### src/rtl/bptp_regs.vh
// Purpose: Addresses, widths and reset values of the I/O port block
// Assumes: Byte-wide data memory addresses on the CPU side
// Notes:   Data latch at even address, direction register one above
`ifndef BPTP_REGS_VH
`define BPTP_REGS_VH
`define BPTP_ADDR_PORT_A_DATA 8'h12
`define BPTP_ADDR_PORT_A_DIR  8'h13
`define BPTP_ADDR_PORT_B_DATA 8'h14
`define BPTP_ADDR_PORT_B_DIR  8'h15
`define BPTP_ADDR_PORT_C_DATA 8'h16
`define BPTP_ADDR_PORT_C_DIR  8'h17
`define BPTP_ADDR_PORT_D_DATA 8'h18
`define BPTP_ADDR_PORT_D_DIR  8'h19
`define BPTP_ADDR_PORT_G_DATA 8'h1E
`define BPTP_ADDR_PORT_G_DIR  8'h1F
`define BPTP_DIR_RESET        8'hFF
`define BPTP_DATA_RESET       8'hFF
`define BPTP_PORT_G_MASK      8'h07
`define BPTP_TONE_LINE        0
`define BPTP_TONE_INV_LINE    1
`define BPTP_INT_LINE         0
`endif

### src/rtl/bptp_port.v
// Purpose: Five memory-mapped bidirectional ports with tone pair on port B
// Assumes: CPU strobes come from sys_clk logic; pads are asynchronous
// Notes:   Pad inputs pass two flip-flops before the read mux sees them
`include "bptp_regs.vh"

// Contract
// RQ1 - Port data latches sit at addresses 12H, 14H, 16H, 18H, 1EH.
// RQ2 - Inputs are not latched; reads sample pads on the read strobe; code reads pads through a two-flop synchroniser, two clocks late.
// RQ3 - Output latch holds its value until software rewrites it.
// RQ4 - Per-line direction bit: 1 is input, 0 drives output.
// RQ5 - Reads return pad for input lines, latch for output lines.
// RQ6 - Direction registers sit at 13H, 15H, 17H, 19H, 1FH.
// RQ7 - Output lines are always push-pull, never open drain.
// RQ8 - After reset every line is non-driving.
// RQ9 - Bit set, clear, complement read whole port then write back.
// RQ10 - Port A lines with wake option can wake the halted device.
// RQ11 - Upper five port G bits read zero and ignore writes.
// RQ12 - Optional weak pull-up per line, chosen at build time; code has one option bit per port.
// RQ13 - Tone option drives divider signal and complement on B0 and B1.
// RQ14 - Only port B bit 0 data gates the tone; 0 forces low.
// RQ15 - Port G line 0 pin also feeds the active-low external interrupt.
// RQ16 - Port G lines 1, 2 work only in internal-RC-with-I/O oscillator mode.
// RQ17 - Software should make unused lines outputs to avoid floating inputs.
// RQ18 - Tone divider signal derives from timer 0 overflow.
// RQ19 - Direction reads return last write; each bit controls its line.
module bptp_port #(
  parameter [7:0] PORT_A_WAKE_OPT = 8'h00,
  parameter [4:0] PULLUP_OPT      = 5'b0_0000,
  parameter       TONE_OPT        = 0,
  parameter       OSC_RC_IO_OPT   = 0
) (
  input  wire       sys_clk,
  input  wire       rstn,
  input  wire [7:0] cpu_addr,
  input  wire [7:0] cpu_wdata,
  input  wire       cpu_wr,
  input  wire       cpu_rd,
  output reg  [7:0] cpu_rdata,
  output wire       cpu_hit,
  input  wire       halted,
  output wire       wake_req,
  input  wire       tone_divider_signal,
  output wire       ext_int_n,
  input  wire [7:0] port_a_in,
  output wire [7:0] port_a_out,
  output wire [7:0] port_a_oe,
  output wire [7:0] port_a_pullup,
  input  wire [7:0] port_b_in,
  output wire [7:0] port_b_out,
  output wire [7:0] port_b_oe,
  output wire [7:0] port_b_pullup,
  input  wire [7:0] port_c_in,
  output wire [7:0] port_c_out,
  output wire [7:0] port_c_oe,
  output wire [7:0] port_c_pullup,
  input  wire [7:0] port_d_in,
  output wire [7:0] port_d_out,
  output wire [7:0] port_d_oe,
  output wire [7:0] port_d_pullup,
  input  wire [2:0] port_g_in,
  output wire [2:0] port_g_out,
  output wire [2:0] port_g_oe,
  output wire [2:0] port_g_pullup
);

  // ****************************************
  // Storage
  // ****************************************
  reg  [7:0] data_latch [0:4];
  reg  [7:0] dir_reg    [0:4];
  reg  [7:0] pad_meta   [0:4];
  reg  [7:0] pad_sync   [0:4];
  reg  [7:0] next_rdata;
  reg        next_hit;
  wire [7:0] pad_raw    [0:4];
  wire [7:0] impl_mask  [0:4];
  wire [7:0] g_mask;
  integer    i;

  // Lines 1, 2 of port G lost to the oscillator outside RC+I/O mode
  assign g_mask = (OSC_RC_IO_OPT != 0) ? `BPTP_PORT_G_MASK : 8'h01; // RQ16

  assign pad_raw[0] = port_a_in;
  assign pad_raw[1] = port_b_in;
  assign pad_raw[2] = port_c_in;
  assign pad_raw[3] = port_d_in;
  assign pad_raw[4] = {5'b0_0000, port_g_in};
  assign impl_mask[0] = 8'hFF;
  assign impl_mask[1] = 8'hFF;
  assign impl_mask[2] = 8'hFF;
  assign impl_mask[3] = 8'hFF;
  assign impl_mask[4] = g_mask; // RQ11

  // ****************************************
  // Address decode
  // ****************************************
  function [2:0] port_index;
    input [7:0] addr;
    begin
      case ({addr[7:1], 1'b0})
        `BPTP_ADDR_PORT_A_DATA: port_index = 3'd0;
        `BPTP_ADDR_PORT_B_DATA: port_index = 3'd1;
        `BPTP_ADDR_PORT_C_DATA: port_index = 3'd2;
        `BPTP_ADDR_PORT_D_DATA: port_index = 3'd3;
        `BPTP_ADDR_PORT_G_DATA: port_index = 3'd4;
        default:                port_index = 3'd7;
      endcase
    end
  endfunction

  wire [2:0] sel_port = port_index(cpu_addr); // RQ1 RQ6
  wire       sel_dir  = cpu_addr[0];
  wire       sel_ok   = (sel_port != 3'd7);

  // ****************************************
  // Registers and pad synchroniser
  // ****************************************
  always @(posedge sys_clk or negedge rstn) begin
    if (!rstn) begin
      for (i = 0; i < 5; i = i + 1) begin
        data_latch[i] <= `BPTP_DATA_RESET;
        dir_reg[i]    <= `BPTP_DIR_RESET; // RQ8
        pad_meta[i]   <= 8'h00;
        pad_sync[i]   <= 8'h00;
      end
    end else begin
      for (i = 0; i < 5; i = i + 1) begin
        pad_meta[i] <= pad_raw[i];
        pad_sync[i] <= pad_meta[i];
      end
      // Latch only changes on a write; read-modify-write lands here too
      if (cpu_wr && sel_ok) begin
        if (sel_dir)
          dir_reg[sel_port] <= cpu_wdata & impl_mask[sel_port]; // RQ4 RQ19 RQ11
        else
          data_latch[sel_port] <= cpu_wdata & impl_mask[sel_port]; // RQ3 RQ9 RQ11
      end
    end
  end

  // ****************************************
  // Read path
  // ****************************************
  always @* begin
    next_rdata = 8'h00;
    next_hit   = 1'b0;
    if (cpu_rd && sel_ok) begin
      next_hit = 1'b1;
      if (sel_dir)
        next_rdata = dir_reg[sel_port] & impl_mask[sel_port]; // RQ19
      else
        next_rdata = ((dir_reg[sel_port] & pad_sync[sel_port]) |
                      (~dir_reg[sel_port] & data_latch[sel_port]))
                     & impl_mask[sel_port]; // RQ2 RQ5 RQ9 RQ11
    end
  end

  // Registered data; hit is the combinational handshake
  always @(posedge sys_clk or negedge rstn) begin
    if (!rstn)
      cpu_rdata <= 8'h00;
    else
      cpu_rdata <= next_rdata;
  end
  assign cpu_hit = next_hit;

  // ****************************************
  // Pad drive
  // ****************************************
  // Push-pull only: oe is the inverse of direction, gated by g_mask on port G
  wire tone_on = (TONE_OPT != 0);
  wire tone_b0 = data_latch[1][`BPTP_TONE_LINE] & tone_divider_signal; // RQ14 RQ18
  wire tone_b1 = data_latch[1][`BPTP_TONE_LINE] & ~tone_divider_signal; // RQ14

  assign port_a_out = data_latch[0];
  assign port_a_oe  = ~dir_reg[0]; // RQ7
  assign port_b_out = tone_on ? {data_latch[1][7:2], tone_b1, tone_b0}
                              : data_latch[1]; // RQ13
  assign port_b_oe  = ~dir_reg[1]; // RQ7 RQ13
  assign port_c_out = data_latch[2];
  assign port_c_oe  = ~dir_reg[2];
  assign port_d_out = data_latch[3];
  assign port_d_oe  = ~dir_reg[3];
  assign port_g_out = data_latch[4][2:0];
  assign port_g_oe  = ~dir_reg[4][2:0] & g_mask[2:0]; // RQ16

  // Build-time pull-ups, one option bit per port
  assign port_a_pullup = {8{PULLUP_OPT[0]}}; // RQ12
  assign port_b_pullup = {8{PULLUP_OPT[1]}};
  assign port_c_pullup = {8{PULLUP_OPT[2]}};
  assign port_d_pullup = {8{PULLUP_OPT[3]}};
  assign port_g_pullup = {3{PULLUP_OPT[4]}} & g_mask[2:0]; // RQ16

  // ****************************************
  // Interrupt pin and wake-up
  // ****************************************
  // Synchronised level; the interrupt logic does its own edge detect
  assign ext_int_n = pad_sync[4][`BPTP_INT_LINE]; // RQ15
  // Wake on any low on a selected input line; pull-up holds it idle high
  assign wake_req  = halted & |(~pad_sync[0] & dir_reg[0] & PORT_A_WAKE_OPT); // RQ10

endmodule // bptp_port

### config.mk
export PLATFORM = sky130hd
export DESIGN_NAME = bptp_port
export DESIGN_NICKNAME = d
export VERILOG_FILES = /design/src/rtl/bptp_port.v
export VERILOG_INCLUDE_DIRS = /design/src /design/src/rtl
export SDC_FILE = /design/constraint.sdc
export NUM_CORES = 1
export LEC_CHECK = 0
export ABC_CLOCK_PERIOD_IN_PS = 1600
export BUFFER_PORTS_ARGS = -buffer_cell sky130_fd_sc_hd__clkbuf_2
export CAP_MARGIN = 20
export CORE_AREA = 4 4 200 124
export DETAILED_ROUTE_END_ITERATION = 8
export DIE_AREA = 0 0 204 128
export PLACE_DENSITY = 0.5
export SLEW_MARGIN = 0
export SYNTH_ARGS = -nofsm -noshare
export SYNTH_HDL_FRONTEND = slang
export SYNTH_SLANG_ARGS = --single-unit
### constraint.sdc
create_clock -name sys_clk -period 1.6 [get_ports sys_clk]
set_clock_uncertainty 0.15 [all_clocks]
set_input_delay 0.24 -clock sys_clk [delete_from_list [all_inputs] [get_ports sys_clk]]
set_output_delay 0.24 -clock sys_clk [all_outputs]
set_load 0.02 [all_outputs]
==> flow_metrics.tcl <==
set metrics [dict create \
    rsz0062_at_grt "true" \
    power-per-cell-area_nw_per_um2 829 \
    worstMarginPinSlew_ns 0.534 \
    vias 4902 \
    synthFlopType "dfstp_2" \
    grt_pass1_vias 5222 \
    multi_input_area_sq_um 2810 \
    synth_warnings 0 \
    ant_nets 0 \
    synthArstFlopShare_pct 100 \
    startpoint "cpu_addr[5]" \
    rr_worst_depth 5 \
    routedWlPerCell_microns 19.7 \
    timing.rr.end "cpu_rdata[0]" \
    syn2layout_area_growth_pct 51.4 \
    firstDrtPassIters 4 \
    cts_tree "built" \
    status "finished with violations" \
    synth_top_family_by_area "multiplexers" \
    synth-edff-count 0 \
    drt_wl_total_microns 21500 \
    min_period_ns 1.80 \
    p_leak_uw 0.00448 \
    synth-seq-cells 153 \
    setup_viol 81 \
    cts_buffer_depth 2 \
    timing_hold_violations_final 0 \
    antenna_found_initial 0 \
    drc_errors 0 \
    cp-endpoint "dir_reg[33]" \
    core_area_sq_um 22900 \
    path_clk_slew_ns 0.06 \
    row_count 43 \
    overflow 0 \
    synth.avg_cell_area_sq_um 12.8 \
    cts-root-buf "clkbuf_16" \
    hold_class "primary input to register" \
    synth_xor_area_share_pct 0.129 \
    fmaxAchievable_mhz 556 \
    fp.dieArea_sq_um 26100 \
    synth_simple_gate_area_share_pct 8.67 \
    max_cap_violations 0 \
    yosys.area_share.adder_pct 0 \
    worst-setup-path-type "primary input to register" \
    fin_nets 821 \
    dp_slack_ns -0.759 \
    worst_ep_required_time_ns 1.81 \
    synth_cells 532 \
    synth.area.top_cells "dfstp_2, dfrtp_1, mux2_2, buf_4, mux2i_1" \
    clkLatencyLatePin_ns 0.43 \
    synth_top_area_cell "dfstp_2" \
    vias_per_cell 4.49 \
    yosysSeqAreaShare_pct 57.8 \
    cts_max_level 4 \
    drv_slew 0 \
    grt_pass1_wl_microns 32100 \
    grtUsageTotal_pct 16.5 \
    violations "negative setup slack" \
    num_antenna_cells 0 \
    numPortBuffers 130 \
    post-synth-top-area-fraction_pct 30.6 \
    worstReg2RegStart "dir_reg[16]" \
    pin_count 173 \
    n_fill_cell 2075 \
    ir_drop_v 0.000749 \
    endpoint_kind "register" \
    yosys.cell_types.count 52 \
    cts_inserted_buffers 17 \
    cts_sinks 153 \
    syn_area_sq_um 6790 \
    hpwlAfterDp_microns 16000 \
    drive_above_1_share_pct 65.9 \
    drt-initial-drc-count 222 \
    largest_reg_flops 40 \
    reg2reg_slack_ns 0 \
    final.setup.tns_ns -7.46 \
    timing.final.ws_setup_ns -0.200 \
    synthMuxAreaShare_pct 13.5 \
    die_x_microns 204 \
    initial_core_util_pct 29.7 \
    worst_slew_margin_rel_pct 64.4 \
    grt_max_degree 41 \
    die_h_microns 128 \
    path_max_fanout 8 \
    routabilityCongestion 0.871 \
    crit_path_start_kind "primary input" \
    synth_compound_area_share_pct 8.12 \
    period_share_pct 112 \
    crit_arrival_ns 2.01 \
    seqCellArea_sq_um 3930 \
]
==> cell families after synthesis <==
group / count (synthesis)
AND/OR/NAND/NOR: 80
other: 1
buffers and inverters: 134
flip-flops: 153
XOR/XNOR: 1
multiplexers: 83
AO/OA/AOI/OAI: 80
==> worst max-delay path: stages <==
cell	delay (ns)
buf_8	0.10
or4b_4	0.58
or3_4	0.37
buf_8	0.15
nor2_8	0.23
mux2_4	0.33
==> layer usage <==
layer,wire (microns),GRT usage [%],part of all wire [%],up-vias
li1,-,-,-,2208
met1,10200,24.7,47,2514
met2,9240,23.5,43,173
met3,1980,4.70,9.2,7
met4,88,4.09,0.41,0
met5,0,0,0,-
==> area by class of cell <==
type | count | share of cell area, %
sequential | 153 | 38.2
multi-input combinational | 282 | 27.3
timing repair buffer | 274 | 23.9
clock buffer | 20 | 4.34
tap | 315 | 3.83
inverter | 36 | 1.36
clock inverter | 12 | 1.11
==> timing repair <==
item / CTS / global route
endpoints found under the hold margin: 135 / 0
pin swaps: 16 / 22
setup buffers: 17 / 16
hold buffers: 34 / 0
endpoints found under the setup margin: 92 / 127
resized for setup: 124 / 168
==> metrics by stage <==
step	util, %	instance area [sq um]	hold WS, ns	instances	power (uW)
floorplan	-	7050	-0.206	569	4340
global placement	36.3	8300	0.0457	1005	4600
detailed placement	36.3	8300	0.0397	1005	4610
CTS	42.5	9730	0.106	1077	8580
global route	45.0	10300	0.140	1092	8860
finish	45.0	10300	0.141	1092	8530
==> synthesized netlist by cell type (7+ instances only) <==
cell type	instances
buf_4	73
a21oi_1	16
o21ai_0	9
dfstp_2	79
a22oi_1	12
buf_2	8
mux2i_1	14
nor2b_1	15
o221ai_1	10
inv_1	36
o22ai_1	9
dfrtp_1	74
nand2_1	11
clkbuf_1	15
and2_0	7
mux2_2	68
==> power by group <==
| group | switching [uW] | total (uW) | internal (uW) | leakage [uW] |
|---|---|---|---|---|
| logic | 392 | 684 | 291 | 0.00250 |
| clock network | 1640 | 3850 | 2200 | 0.000281 |
| registers | 30.8 | 4000 | 3970 | 0.00170 |
==> how the worst min path moves through the flow <==
stage,from,to,slack (ns),depth (start not counted)
2_1_floorplan,rstn,cpu_rdata[0],-0.21,0
3_3_place_gp,rstn,pad_meta[18],0.05,1
3_5_place_dp,rstn,pad_meta[18],0.04,1
4_1_cts,cpu_rd,cpu_rdata[6],0.11,4
5_1_grt,cpu_rd,cpu_rdata[6],0.14,4
6_report,cpu_rd,cpu_rdata[6],0.14,4
==> placed cells by master, fill, tap and decap left out, drive strengths merged, types with 3 or more instances in the layout <==
cell type,netlist,layout
a22oi,12,12
buf,82,156
and2,7,7
clkinv,0,6
conb,1,38
a211oi,6,6
inv,36,41
nand3,6,6
o21ai,9,9
o221ai,10,10
clkbuf,16,104
nor2,16,16
dfrtp,74,74
a2bb2oi,4,4
and3,4,4
nand4,3,3
o22ai,9,9
a31oi,4,4
mux2,69,69
dlygate4sd3,0,34
dfstp,79,79
nor2b,15,15
nand2,11,11
a21oi,16,16
mux2i,14,14
or3,4,4
No activity file was read; power rests on OpenSTA's default activity.
